<file path="config.mk">
export PLATFORM = sky130hd
export DESIGN_NAME = ucp_command_port
export DESIGN_NICKNAME = d
export VERILOG_FILES = /design/src/ucp_pkg.sv /design/src/ucp_sticky_flag.sv /design/src/ucp_idle_timer.sv /design/src/ucp_command_port.sv
export SDC_FILE = /design/constraint.sdc
export NUM_CORES = 1
export LEC_CHECK = 0
export ABC_AREA = 1
export BUFFER_PORTS_ARGS = -buffer_cell sky130_fd_sc_hd__buf_2
export CAP_MARGIN = 20
export CORE_MARGIN = 4
export CORE_UTILIZATION = 40
export DETAILED_ROUTE_END_ITERATION = 16
export SLEW_MARGIN = 10
export SYNTH_ARGS = -nofsm -noshare
export SYNTH_HDL_FRONTEND = slang
export SYNTH_SLANG_ARGS = --single-unit
</file>
<file path="constraint.sdc">
create_clock -name CLK_SYS_I -period 3.4 [get_ports CLK_SYS_I]
set_input_delay 0.17 -clock CLK_SYS_I [delete_from_list [all_inputs] [get_ports CLK_SYS_I]]
set_output_delay 0.17 -clock CLK_SYS_I [all_outputs]
set_load 0.02 [all_outputs]
</file>
<file path="src/ucp_pkg.sv">
// constants, carriers and state types of the command port
package ucp_pkg;
  // command codes
  localparam logic [7:0] CMD_SEL_EP_LO = 8'h00;
  localparam logic [7:0] CMD_SEL_EP_HI = 8'h05;
  localparam logic [7:0] CMD_SEL_CLR_LO = 8'h40;
  localparam logic [7:0] CMD_SEL_CLR_HI = 8'h45;
  localparam logic [7:0] CMD_SET_ADDR = 8'hD0;
  localparam logic [7:0] CMD_EP_ENABLE = 8'hD8;
  localparam logic [7:0] CMD_SET_MODE = 8'hF3;
  localparam logic [7:0] CMD_READ_INT = 8'hF4;
  localparam logic [7:0] CMD_FRAME = 8'hF5;
  localparam logic [7:0] CMD_CHIP_ID = 8'hFD;
  localparam logic [7:0] CMD_DEV_STAT = 8'hFE;
  localparam logic [7:0] CMD_ERR_CODE = 8'hFF;
  // field positions, endpoint count
  localparam int ADDR_EN_BIT = 7;
  localparam int INT_DEV_BIT = 7;
  localparam int STAT_SUSP_BIT = 2;
  localparam int STAT_SCHG_BIT = 3;
  localparam int STAT_BRST_BIT = 4;
  localparam int ERR_FLAG_BIT = 4;
  localparam int NUM_EP = 6;
  // values after reset, error codes
  localparam logic [7:0] ADDR_RST = 8'h00;
  localparam logic [6:0] BUS_RESET_ADDR = 7'h00;
  localparam logic [10:0] FRAME_RST = 11'h000;
  localparam logic [3:0] ERR_NONE = 4'h0;
  localparam logic [3:0] ERR_PID = 4'h1;
  localparam logic [3:0] ERR_DATA_CRC = 4'h5;
  localparam logic [3:0] ERR_TOGGLE = 4'hF;
  // idle time before suspend
  localparam int CLK_PERIOD_NS = 10;
  localparam int SUSPEND_TIME_MS = 3;
  localparam int SUSPEND_CYCLES = SUSPEND_TIME_MS * 1000000 / CLK_PERIOD_NS;
  // microcontroller access
  typedef struct packed {
    logic sel;
    logic cmd;
    logic wr;
    logic rd;
    logic [7:0] wdata;
  } ucp_mp_req_s;
  // start-of-frame report from the serial engine
  typedef struct packed {
    logic valid;
    logic [10:0] frame;
  } ucp_sof_s;
  typedef enum logic {PH_IDLE, PH_CMD} ucp_phase_e;
endpackage

</file>
<file path="src/ucp_sticky_flag.sv">
// bank of sticky flags, set wins over clear
`timescale 1ns/1ns
module ucp_sticky_flag #(
  parameter int W = 1
) (
  input wire logic clk_i,
  input wire logic rstn_i,
  input wire logic ce_i,
  input wire logic [W-1:0] set_i,
  input wire logic [W-1:0] clr_i,
  output logic [W-1:0] q_o
);
  // hold, clear on request, set always wins
  always_ff @(posedge clk_i or negedge rstn_i) begin
    if (!rstn_i) begin
      q_o <= '0;
    end else if (ce_i) begin
      q_o <= (q_o & ~clr_i) | set_i;
    end
  end
endmodule

</file>
<file path="src/ucp_idle_timer.sv">
// bus idle timer, raises idle after the limit passes
`timescale 1ns/1ns
module ucp_idle_timer #(
  parameter int LIMIT = 300000
) (
  input wire logic clk_i,
  input wire logic rstn_i,
  input wire logic ce_i,
  input wire logic activity_i,
  output logic idle_o
);
  localparam int CW = $clog2(LIMIT + 1) + 1;
  logic [CW-1:0] cnt;
  wire expired = (cnt == CW'(LIMIT));
  // count quiet cycles, any activity restarts
  always_ff @(posedge clk_i or negedge rstn_i) begin
    if (!rstn_i) begin
      cnt <= '0;
      idle_o <= 1'b0;
    end else if (ce_i) begin
      if (activity_i) begin
        cnt <= '0;
        idle_o <= 1'b0;
      end else if (!expired) begin
        cnt <= cnt + 1'b1;
      end else begin
        idle_o <= 1'b1;
      end
    end
  end
endmodule

</file>
<file path="src/ucp_command_port.sv">
// command interpreter between microcontroller and usb interface engine
//
// How it works
// - each operation is a command byte access, then data byte accesses.
// - command D0 write loads the function address and enable.
// - a failed status phase drops the pending address; old one stays.
// - address byte bits 6..0 address, bit 7 enable; zero at power-up.
// - bus reset forces address zero and sets enable.
// - command D8 write bit 0 enables or disables non-control endpoints.
// - command F3 write bit 0 makes NAKs raise endpoint interrupts.
// - command F4 read returns the interrupt origin byte.
// - commands 40..45 select endpoint; read clears its interrupt, write sets status.
// - command F5 returns the 11-bit frame number, low byte first.
// - without a new start-of-frame the last frame number is kept.
// - a start-of-frame with CRC error still stores its number.
// - command FD returns the 16-bit chip code, low byte first.
// - command FE read returns device status; write with suspend bit 0 while suspended pulses wake-up.
// - command FF returns error code and occurred flag; transfer clears flag.
// - commands 00..05 select endpoint; optional read returns buffer info.
// - suspend after 3 ms quiet; change and bus reset flags clear on read.
// - interrupt byte bit 7 flags device event; status read clears it.
// - error codes 0 none, 1 PID, 5 data CRC, F wrong toggle.
`timescale 1ns/1ns
module ucp_command_port #(
  parameter int SUSPEND_CYCLES = ucp_pkg::SUSPEND_CYCLES,
  parameter logic [15:0] CHIP_ID = 16'h5A5A // arbitrary value
) (
  // clock, reset, enable
  input wire logic CLK_SYS_I,
  input wire logic RSTN_I,
  input wire logic CE_I,
  // microcontroller access
  input wire ucp_pkg::ucp_mp_req_s MP_REQ_I,
  output logic [7:0] MP_RDATA_O,
  output logic INT_N_O,
  // serial engine events
  input wire ucp_pkg::ucp_sof_s SOF_I,
  input wire logic BUS_RESET_I,
  input wire logic ACTIVITY_I,
  input wire logic ADDR_OK_I,
  input wire logic ADDR_FAIL_I,
  input wire logic [5:0] EP_DONE_I,
  input wire logic [5:0] EP_NAK_I,
  input wire logic ERR_EV_I,
  input wire logic [3:0] ERR_CODE_I,
  input wire logic XFER_START_I,
  input wire logic [7:0] EP_INFO_I,
  // device settings to the engine
  output logic [6:0] FUNC_ADDR_O,
  output logic FUNC_EN_O,
  output logic EP_ENABLE_O,
  output logic NAK_MODE_O,
  output logic [2:0] EP_SEL_O,
  output logic [7:0] EP_STAT_O,
  output logic EP_STAT_WE_O,
  output logic SUSPEND_O,
  output logic WAKEUP_O
);
  ucp_pkg::ucp_phase_e phase, next_phase;
  logic [7:0] cmd_code;
  logic byte_idx;
  logic addr_pend;
  logic [7:0] pend_val;
  logic [10:0] frame;
  logic [3:0] err_code;
  logic susp_d;
  logic [5:0] ep_int;
  logic [2:0] dev_flags;
  logic err_flag;
  logic susp;

  // access decode
  wire cmd_wr = MP_REQ_I.sel & MP_REQ_I.wr & MP_REQ_I.cmd;
  wire data_wr = MP_REQ_I.sel & MP_REQ_I.wr & ~MP_REQ_I.cmd & (phase == ucp_pkg::PH_CMD);
  wire data_rd = MP_REQ_I.sel & MP_REQ_I.rd & ~MP_REQ_I.cmd & (phase == ucp_pkg::PH_CMD);
  wire [7:0] wd = MP_REQ_I.wdata;
  wire new_sel = (wd <= ucp_pkg::CMD_SEL_EP_HI); // select range starts at code zero
  wire new_selclr = (wd >= ucp_pkg::CMD_SEL_CLR_LO) && (wd <= ucp_pkg::CMD_SEL_CLR_HI);
  wire is_sel = (cmd_code <= ucp_pkg::CMD_SEL_EP_HI); // select range starts at code zero
  wire is_selclr = (cmd_code >= ucp_pkg::CMD_SEL_CLR_LO) &&
                   (cmd_code <= ucp_pkg::CMD_SEL_CLR_HI);
  wire wr_addr = data_wr && (cmd_code == ucp_pkg::CMD_SET_ADDR);
  wire wr_epen = data_wr && (cmd_code == ucp_pkg::CMD_EP_ENABLE);
  wire wr_mode = data_wr && (cmd_code == ucp_pkg::CMD_SET_MODE);
  wire wr_stat = data_wr && (cmd_code == ucp_pkg::CMD_DEV_STAT);
  wire rd_stat = data_rd && (cmd_code == ucp_pkg::CMD_DEV_STAT);

  // command phase tracking
  always_comb begin
    next_phase = phase;
    unique case (phase)
      ucp_pkg::PH_IDLE: begin
        if (cmd_wr) next_phase = ucp_pkg::PH_CMD;
      end
      ucp_pkg::PH_CMD: begin
        next_phase = ucp_pkg::PH_CMD;
      end
    endcase
  end

  // command byte, byte index and endpoint selection
  always_ff @(posedge CLK_SYS_I or negedge RSTN_I) begin
    if (!RSTN_I) begin
      phase <= ucp_pkg::PH_IDLE;
      cmd_code <= 8'h00;
      byte_idx <= 1'b0;
      EP_SEL_O <= 3'h0;
    end else if (CE_I) begin
      phase <= next_phase;
      if (cmd_wr) begin
        cmd_code <= wd;
        byte_idx <= 1'b0;
        if (new_sel || new_selclr) EP_SEL_O <= wd[2:0];
      end else if (data_rd) begin
        byte_idx <= ~byte_idx;
      end
    end
  end

  // function address with commit on status phase outcome
  always_ff @(posedge CLK_SYS_I or negedge RSTN_I) begin
    if (!RSTN_I) begin
      FUNC_ADDR_O <= ucp_pkg::ADDR_RST[6:0];
      FUNC_EN_O <= ucp_pkg::ADDR_RST[ucp_pkg::ADDR_EN_BIT];
      addr_pend <= 1'b0;
      pend_val <= ucp_pkg::ADDR_RST;
    end else if (CE_I) begin
      if (BUS_RESET_I) begin
        FUNC_ADDR_O <= ucp_pkg::BUS_RESET_ADDR;
        FUNC_EN_O <= 1'b1;
        addr_pend <= 1'b0;
      end else if (wr_addr) begin
        pend_val <= wd;
        addr_pend <= 1'b1;
      end else if (addr_pend && ADDR_OK_I) begin
        FUNC_ADDR_O <= pend_val[6:0];
        FUNC_EN_O <= pend_val[ucp_pkg::ADDR_EN_BIT];
        addr_pend <= 1'b0;
      end else if (ADDR_FAIL_I) begin
        addr_pend <= 1'b0;
      end
    end
  end

  // mode, endpoint enable, endpoint status strobe, wake-up
  always_ff @(posedge CLK_SYS_I or negedge RSTN_I) begin
    if (!RSTN_I) begin
      EP_ENABLE_O <= 1'b0;
      NAK_MODE_O <= 1'b0;
      EP_STAT_O <= 8'h00;
      EP_STAT_WE_O <= 1'b0;
      WAKEUP_O <= 1'b0;
    end else if (CE_I) begin
      if (wr_epen) EP_ENABLE_O <= wd[0];
      if (wr_mode) NAK_MODE_O <= wd[0];
      EP_STAT_WE_O <= data_wr && is_selclr;
      if (data_wr && is_selclr) EP_STAT_O <= wd;
      WAKEUP_O <= wr_stat && susp && !wd[ucp_pkg::STAT_SUSP_BIT];
    end
  end

  // frame number and error code capture
  always_ff @(posedge CLK_SYS_I or negedge RSTN_I) begin
    if (!RSTN_I) begin
      frame <= ucp_pkg::FRAME_RST;
      err_code <= ucp_pkg::ERR_NONE;
      susp_d <= 1'b0;
    end else if (CE_I) begin
      if (SOF_I.valid) frame <= SOF_I.frame;
      if (ERR_EV_I) err_code <= ERR_CODE_I;
      susp_d <= susp;
    end
  end

  // endpoint interrupts, control endpoints always pass
  wire [5:0] ep_gate = {{4{EP_ENABLE_O}}, 2'b11};
  wire [5:0] ep_set = (EP_DONE_I | (EP_NAK_I & {6{NAK_MODE_O}})) & ep_gate;
  wire [5:0] ep_clr = (data_rd && is_selclr) ? 6'(6'd1 << cmd_code[2:0]) : 6'h00;
  ucp_sticky_flag #(
    .W(ucp_pkg::NUM_EP)
  ) u_ep_int (
    .clk_i(CLK_SYS_I),
    .rstn_i(RSTN_I),
    .ce_i(CE_I),
    .set_i(ep_set),
    .clr_i(ep_clr),
    .q_o(ep_int)
  );

  // device flags: {device event, bus reset, suspend change}
  wire susp_tog = susp ^ susp_d;
  wire [2:0] dev_set = {BUS_RESET_I | susp_tog, BUS_RESET_I, susp_tog};
  wire [2:0] dev_clr = {3{rd_stat}};
  ucp_sticky_flag #(
    .W(3)
  ) u_dev_flags (
    .clk_i(CLK_SYS_I),
    .rstn_i(RSTN_I),
    .ce_i(CE_I),
    .set_i(dev_set),
    .clr_i(dev_clr),
    .q_o(dev_flags)
  );

  // error occurred flag, a new transfer clears it
  ucp_sticky_flag #(
    .W(1)
  ) u_err_flag (
    .clk_i(CLK_SYS_I),
    .rstn_i(RSTN_I),
    .ce_i(CE_I),
    .set_i(ERR_EV_I),
    .clr_i(XFER_START_I),
    .q_o(err_flag)
  );

  // suspend detection on quiet upstream port
  ucp_idle_timer #(
    .LIMIT(SUSPEND_CYCLES)
  ) u_idle (
    .clk_i(CLK_SYS_I),
    .rstn_i(RSTN_I),
    .ce_i(CE_I),
    .activity_i(ACTIVITY_I | BUS_RESET_I),
    .idle_o(susp)
  );
  assign SUSPEND_O = susp;

  // read bytes
  wire [7:0] int_byte = {dev_flags[2], 1'b0, ep_int};
  wire [7:0] stat_byte = {3'b000, dev_flags[1], dev_flags[0], susp, 2'b00};
  wire [7:0] err_byte = {3'b000, err_flag, err_code};
  wire [7:0] frame_byte = byte_idx ? {5'b00000, frame[10:8]} : frame[7:0];
  wire [7:0] chip_byte = byte_idx ? CHIP_ID[15:8] : CHIP_ID[7:0];
  wire [7:0] rd_mux =
    (cmd_code == ucp_pkg::CMD_READ_INT) ? int_byte :
    (cmd_code == ucp_pkg::CMD_FRAME) ? frame_byte :
    (cmd_code == ucp_pkg::CMD_CHIP_ID) ? chip_byte :
    (cmd_code == ucp_pkg::CMD_DEV_STAT) ? stat_byte :
    (cmd_code == ucp_pkg::CMD_ERR_CODE) ? err_byte :
    (is_sel || is_selclr) ? EP_INFO_I : 8'h00;
  assign INT_N_O = ~|int_byte;

  // read data register
  always_ff @(posedge CLK_SYS_I or negedge RSTN_I) begin
    if (!RSTN_I) begin
      MP_RDATA_O <= 8'h00;
    end else if (CE_I && data_rd) begin
      MP_RDATA_O <= rd_mux;
    end
  end
endmodule

</file>
==> flow_summary.json, run 1 <==
{
  "run_status": "complete, no violations",
  "period_minus_slack_ns": 1.86,
  "hold_ws_ns": 0.0407,
  "cts_tree": "done",
  "finClkSkew_ns": 0.00692,
  "pin_count": 90,
  "drc": 0,
  "worstSetupPathType": "register to register",
  "yosys.cell_types.count": 39,
  "fin_nets": 785,
  "slew_headroom_pct": 57.2,
  "drt_iter0_drc": 306,
  "multi_input_area_sq_um": 2280,
  "worstSetupEndpointType": "register",
  "num_rows": 40,
  "finalHoldViolCount": 0,
  "r2r_slack_ns": 1.54,
  "met1_length_microns": 6100,
  "syn_to_final_growth_pct": 17.4,
  "portBuffers": 89,
  "place_inst": 882,
  "slew_violations": 0,
  "holdPathEnd": "frame[1]$_DFFE_PN0P_",
  "worstRegToRegCells": 9,
  "grt_pass1_wl_microns": 21400,
  "reg2reg_from": "u_idle.cnt[0]$_DFFE_PN0P_",
  "core_area_sq_um": 12200,
  "post-route-period-util_pct": 54.8,
  "clock_latency_ns": 0.35,
  "cp.required_ns": 3.64,
  "numCtsBuffers": 9,
  "crit_path_start_kind": "register",
  "fin_cells": 899,
  "htree_levels": 3,
  "grt_max_degree": 39,
  "antenna_left": 0,
  "synth_area_sq_um": 5030,
  "regArea_sq_um": 2430,
  "drtPass1Iterations": 5,
  "hold_class": "primary input to register",
  "power_density_nw_per_um2": 459,
  "grtUsageTotal_pct": 18.6,
  "min_from": "SOF_I[1]",
  "fp.dieH_microns": 120,
  "root_buffer": "clkbuf_16",
  "yosysWarnings": 0,
  "hpwl_microns": 9680,
  "synthCells": 635,
  "wl_met2_microns": 5960,
  "routed_wirelength_microns": 12900,
  "mostFrequentLayoutCell": "nand2_1",
  "dieArea_sq_um": 14400,
  "dr_wl_met3_microns": 588,
  "path_cells": "inv_1 > ha_1 > nand3_1 > nor2_1 > nand4_2 > nand2_4 > inv_1 > nand2_1 > nand2_1",
  "topRoutingLayerUsed": "met4",
  "crit_arrival_ns": 2.10,
  "clockBufferDepth": 2,
  "viasPerCell": 5.01,
  "grt_pass1_vias": 4312,
  "cts_sinks": 97,
  "finalPower_mw": 2.71,
  "setup_violations": 0,
  "p_leak_nw": 2.92,
  "synth-seq-area-share_pct": 48.3,
  "fin_tns_setup_ns": 0,
  "slowest_delay_ns": 0.46,
  "drive_above_1_share_pct": 21.1,
  "final_cell_mix": "nand2_1 (207), dfrtp_1 (97), buf_2 (88), o21ai_0 (60), nor2_1 (58)",
  "worstMarginPinSlew_ns": 0.640,
  "postCtsSetupBuffers": 0,
  "gp_congestion": 0.918,
  "crit_fanout": 35,
  "antenna_found_initial": 0,
  "vias": 4504,
  "fillers": 1220,
  "cts_resized": 0,
  "die_w_microns": 120,
  "start_util_pct": 41.3,
  "worstReg2RegEnd": "u_idle.cnt[11]$_DFFE_PN0P_",
  "fmax_ghz": 0.536,
  "clk_transition_reported_paths_ns": 0.07,
  "gr-total-overflow": 0,
  "avgRoutedWirePerCell_microns": 14.4,
  "synth_fp_nets": 694,
  "crit_slowest_cell": "dfrtp_1",
  "syn_avg_cell_area_sq_um": 7.92,
  "ir_worst_vdd_mv": 0.289,
  "min_path_cells": 2,
  "maxCapViolations": 0,
  "synth_seq_cells": 97,
  "diodes": 0,
  "rsz0062_at_grt": "no"
}
power breakdown:
part | leakage, nW | internal, mW | total, mW | switching (mW)
logic | 1.53 | 0.137 | 0.395 | 0.258
registers | 1.26 | 1.25 | 1.32 | 0.0744
clock network | 0.138 | 0.514 | 0.994 | 0.480
total | 2.92 | 1.90 | 2.71 | 0.813
state kept, by name (all words and copies together) (netlist names):
signal           count
u_idle.cnt          20
frame               11
EP_STAT_O            8
MP_RDATA_O           8
cmd_code             8
pend_val             8
FUNC_ADDR_O          7
u_ep_int.q_o         6
err_code             4
EP_SEL_O             3
u_dev_flags.q_o      3
EP_ENABLE_O          1
EP_STAT_WE_O         1
FUNC_EN_O            1
NAK_MODE_O           1
WAKEUP_O             1
addr_pend            1
byte_idx             1
phase                1
susp_d               1
u_err_flag.q_o       1
u_idle.idle_o        1
cell type report:
class	instances	area share [%]
flip-flops and latches	97	41.1
multi-input cells	465	38.6
repair buffers	92	8.02
clock buffers	10	3.88
inverters	61	3.88
well taps	168	3.56
clock inverters	6	0.954
worst max-delay path: cells and delay by family (launching register included):
| family | cells | cell delay (ns) |
|---|---|---|
| buf+inv | 2 | 0.26 |
| fa+ha+maj | 1 | 0.17 |
| flops | 1 | 0.46 |
| simple gates | 6 | 0.85 |
how the worst max path moves through the flow:
stage / from / end / slack (ns) / depth (start not counted)
finish: u_idle.cnt[0]$_DFFE_PN0P_ / u_idle.cnt[11]$_DFFE_PN0P_ / 1.54 / 9
global route: u_idle.cnt[0]$_DFFE_PN0P_ / u_idle.cnt[10]$_DFFE_PN0P_ / 1.36 / 9
CTS: u_idle.cnt[0]$_DFFE_PN0P_ / u_idle.cnt[11]$_DFFE_PN0P_ / 1.54 / 9
detailed placement: u_idle.cnt[0]$_DFFE_PN0P_ / u_idle.cnt[11]$_DFFE_PN0P_ / 1.56 / 9
global placement: u_idle.cnt[0]$_DFFE_PN0P_ / u_idle.cnt[9]$_DFFE_PN0P_ / 1.63 / 9
floorplan: u_idle.cnt[0]$_DFFE_PN0P_ / u_idle.cnt[8]$_DFFE_PN0P_ / 1.93 / 8
cells by family (layout without fill, tap and decap cells):
logic type                 Yosys count  after routing  synth area share (%)
DFF                                 97             97                  48.3
adders and majority gates            2              2                 0.498
xor gates and xnor gates             6              6                  1.05
muxes                               10             10                  2.24
and+or+nand+nor                    343            343                  29.8
buffers and inverters               73            169                  6.42
AOI/OAI and AO/OA                  104            104                  11.7
metrics by stage:
| step | util [%] | worst slack [ns] | area, sq um |
|---|---|---|---|
| 5_1_grt | 48.5 | 1.36 | 5900 |
| 6_report | 48.5 | 1.54 | 5900 |
| 4_1_cts | 48.5 | 1.54 | 5900 |
| 2_1_floorplan | - | 1.93 | 5030 |
| 3_5_place_dp | 46.1 | 1.56 | 5610 |
| 3_3_place_gp | 46.1 | 1.63 | 5610 |
routing by layer:
layer,track usage [%],up-vias
met5,0,-
li1,-,2243
met3,4.67,21
met1,25.4,2128
met4,6.66,0
met2,28.8,112
synth_stat cells, drive strengths merged:
library cell | n | area share [%]
o221ai | 1 | 0.17
xnor2 | 1 | 0.17
a31oi | 2 | 0.25
o22ai | 1 | 0.12
clkbuf | 4 | 0.50
nand3b | 3 | 0.45
and2 | 1 | 0.12
nor2 | 66 | 5.8
nand4 | 11 | 1.8
a22oi | 1 | 0.15
o211ai | 2 | 0.30
a21oi | 16 | 1.6
nand3 | 39 | 4.0
mux2 | 10 | 2.2
o21ai | 81 | 9.1
nor3 | 5 | 0.70
xor2 | 5 | 0.87
inv | 61 | 4.6
dfrtp | 97 | 48
nor4 | 2 | 0.25
buf | 8 | 1.4
ha | 2 | 0.50
nand2 | 211 | 16
or2 | 5 | 0.62
repair_timing:
item,in CTS,in global routing
hold buffers,1,0
hold endpoints to repair,36,0
endpoints found under the setup margin,0,0
No activity file was read; power rests on OpenSTA's default activity.
==> run 2, diff against run 1 <==
ABC_AREA = 0   (was 1)
clock period = 1.7 ns   (was 3.4 ns; I/O delays follow)
==> run 2 against run 1 <==
Effect of this change:
- the flow now finishes with violations (negative setup slack)
- highest routed layer unchanged
- flip-flop and latch count unchanged
- critical endpoint is now EP_STAT_O[6]$_DFFE_PN0P_
- largest cell class unchanged
- area after synthesis down 7.5%
- clock-buffer cell count unchanged
==> flow_summary.json, run 2 <==
{
  "htree_levels": 3,
  "synth_fp_nets": 472,
  "worstSetupEndpointType": "register",
  "worstMarginPinSlew_ns": 0.532,
  "numCtsBuffers": 9,
  "routed_wirelength_microns": 12400,
  "yosysWarnings": 0,
  "cts_sinks": 97,
  "synth_common_cells": "dfrtp_1 (97), mux2_2 (41), nand2_1 (31)",
  "synth.top_cell.area_share_pct": 52.2,
  "r2r_slack_ns": -0.21,
  "p_int_mw": 4.22,
  "crit_path_start_kind": "register",
  "largest_reg_flops": 20,
  "violations": "negative setup slack",
  "grtUsageTotal_pct": 19.1,
  "finalPower_mw": 5.85,
  "p_leak_nw": 2.93,
  "synth_top_area_cell": "dfrtp_1",
  "clockBufferDepth": 2,
  "fp.dieH_microns": 116,
  "drt_iter0_drc": 200,
  "final_cell_mix": "dfrtp_1 (97), buf_2 (88), buf_4 (43), mux2_2 (36), nand2_1 (31)",
  "dieArea_sq_um": 13400,
  "antenna_found_initial": 0,
  "core_area_sq_um": 11400,
  "cp.required_ns": 1.93,
  "post-route-period-util_pct": 112,
  "pin_count": 90,
  "grt_max_degree": 98,
  "worstReg2RegEnd": "EP_STAT_O[6]$_DFFE_PN0P_",
  "maxCapViolations": 0,
  "gp_congestion": 0.882,
  "synth-seq-area-share_pct": 52.2,
  "rsz0062_at_grt": "yes",
  "holdPathEnd": "u_ep_int.q_o[3]$_DFFE_PN0P_",
  "pre_cts_ws_ns": -0.231,
  "p_clk_share_pct": 34.6,
  "diodes": 0,
  "reg2reg_from": "cmd_code[3]$_DFFE_PN0P_",
  "period_minus_slack_ns": 1.91,
  "p_sw_share_pct": 27.8,
  "slew_headroom_pct": 64.5,
  "postPlaceCellArea_sq_um": 5540,
  "drc": 0,
  "grt_pass1_wl_microns": 19900,
  "fin_area_sq_um": 6210,
  "root_buffer": "clkbuf_16",
  "worstSetupPathType": "register to register",
  "fin_tns_setup_ns": -3.16,
  "finalHoldViolCount": 0,
  "p_sw_mw": 1.63,
  "antenna_left": 0,
  "synth_seq_cells": 97,
  "num_rows": 39,
  "pwr-share-seq_pct": 45.1,
  "cts_tree": "done",
  "syn_avg_cell_area_sq_um": 11.3,
  "finClkSkew_ns": 0.00714,
  "worstRegToRegCells": 4,
  "grtUsageMet3_pct": 3.60,
  "use_met1_pct": 25.7,
  "grt_busiest_layer": "met2",
  "clock_latency_ns": 0.34,
  "run_status": "finished, violations left",
  "fin_nets": 620,
  "fillers": 1027,
  "fin_util_pct": 54.4,
  "setup_violations": 24,
  "drive_above_1_share_pct": 41.2,
  "gr-total-overflow": 0,
  "synth-edff-count": 0,
  "reg_top3": "u_idle.cnt x20, frame x11",
  "slew_violations": 0,
  "yosys.cell_types.count": 65,
  "portBuffers": 89,
  "fin_ws_ns": -0.209,
  "hold_class": "primary input to register",
  "avgRoutedWirePerCell_microns": 17.5,
  "crit_arrival_ns": 2.14,
  "ys_top_cells_by_area": "dfrtp_1 (52%), mux2_2 (9.9%), nand2_1 (2.5%), a21oi_1 (2.5%), a22o_1 (2.1%)",
  "synth-main-ff-cell": "dfrtp_1",
  "synth.most_common_cell": "dfrtp_1",
  "min_path_cells": 3,
  "synthCells": 413,
  "ir_worst_vdd_mv": 0.586,
  "combPwrFrac_pct": 20.3,
  "power_density_nw_per_um2": 942,
  "grt_pass1_vias": 4014,
  "syn_to_final_growth_pct": 33.5,
  "start_util_pct": 40.7,
  "postSynth.asyncResetShare_pct": 100,
  "top_register": "u_idle.cnt",
  "drtPass1Iterations": 5,
  "crit_fanout": 7,
  "min_from": "EP_DONE_I[3]",
  "fmax_ghz": 0.524,
  "viasPerCell": 5.45,
  "mostFrequentLayoutCell": "dfrtp_1",
  "grt.met2_usage_pct": 30.4,
  "vias": 3865,
  "clk_transition_reported_paths_ns": 0.07,
  "hpwl_microns": 8760,
  "synth_area_sq_um": 4650,
  "die_w_microns": 116
}
## run 2: worst max path at each step
stage                                       start                     endpoint  slack [ns]  cells past startpoint
final                     cmd_code[3]$_DFFE_PN0P_     EP_STAT_O[6]$_DFFE_PN0P_       -0.21                      4
after detailed placement  cmd_code[3]$_DFFE_PN0P_     EP_STAT_O[1]$_DFFE_PN0P_       -0.23                      4
after global placement    cmd_code[3]$_DFFE_PN0P_     EP_STAT_O[4]$_DFFE_PN0P_       -0.18                      4
after global routing      cmd_code[3]$_DFFE_PN0P_  u_ep_int.q_o[5]$_DFFE_PN0P_       -0.25                      4
after floorplan           cmd_code[3]$_DFFE_PN0P_     EP_STAT_O[0]$_DFFE_PN0P_       -0.15                      4
after CTS                 cmd_code[3]$_DFFE_PN0P_     EP_STAT_O[0]$_DFFE_PN0P_       -0.21                      4
## run 2: repair_timing
action,in CTS,in global routing
pin swaps,9,1
endpoints found under the setup margin,38,49
buffers inserted,4,2
hold buffers,16,0
endpoints found under the hold margin,112,0
gates resized for setup,12,24
cloned,2,0
## run 2: routing by layer
metal | share of wire (%) | vias to the layer above | routed length [microns]
met3 | 4.9 | 22 | 612
met4 | 2.3 | 0 | 284
met2 | 48 | 108 | 5940
li1 | - | 1832 | -
met1 | 45 | 1903 | 5560
met5 | 0 | - | 0
## run 2: metrics by stage
stage | hold WS (ns) | cells
final | 0.0236 | 709
after detailed placement | 0.191 | 669
after global placement | 0.183 | 669
after CTS | 0.00792 | 707
after floorplan | -0.211 | 413
after global routing | 0.0203 | 709
## run 2: cell type report
type                    instances  area (sq um)  share of cell area [%]
flip-flops and latches         97          2430                    39.1
clock inverters                 6          67.6                    1.09
well taps                     143           179                    2.88
clock buffers                  10           229                    3.69
repair buffers                156          1060                    17.1
multi-input cells             285          2200                    35.5
inverters                      12          45.0                   0.725
## run 2: cell families (layout without fill, tap and decap cells)
kind of cell | count (synthesis) | after routing | synth area share (%)
buffers and inverters | 32 | 184 | 3.17
multiplexers | 50 | 50 | 11.9
flip-flops | 97 | 97 | 52.2
AND/OR/NAND/NOR | 128 | 129 | 16.1
adder cells (fa/ha/maj) | 2 | 2 | 0.538
XOR/XNOR | 7 | 7 | 1.32
AO/OA/AOI/OAI | 97 | 97 | 14.8
## run 2: critical path, cell delays in order, from the launching register on
cell     delay [ns]
dfrtp_1        0.37
or4_4          0.55
a211o_4        0.36
nor2_4         0.20
mux2_4         0.32
## run 2: power groups by stage
stage / Clock (mW) / Sequential, mW / Combinational (mW)
finish: 2.02 / 2.64 / 1.19
detailed placement: 0 / 2.67 / 1.09
floorplan: 0 / 2.71 / 0.559
CTS: 2.08 / 2.63 / 1.16
global route: 2.16 / 2.66 / 1.30
global placement: 0 / 2.67 / 1.07
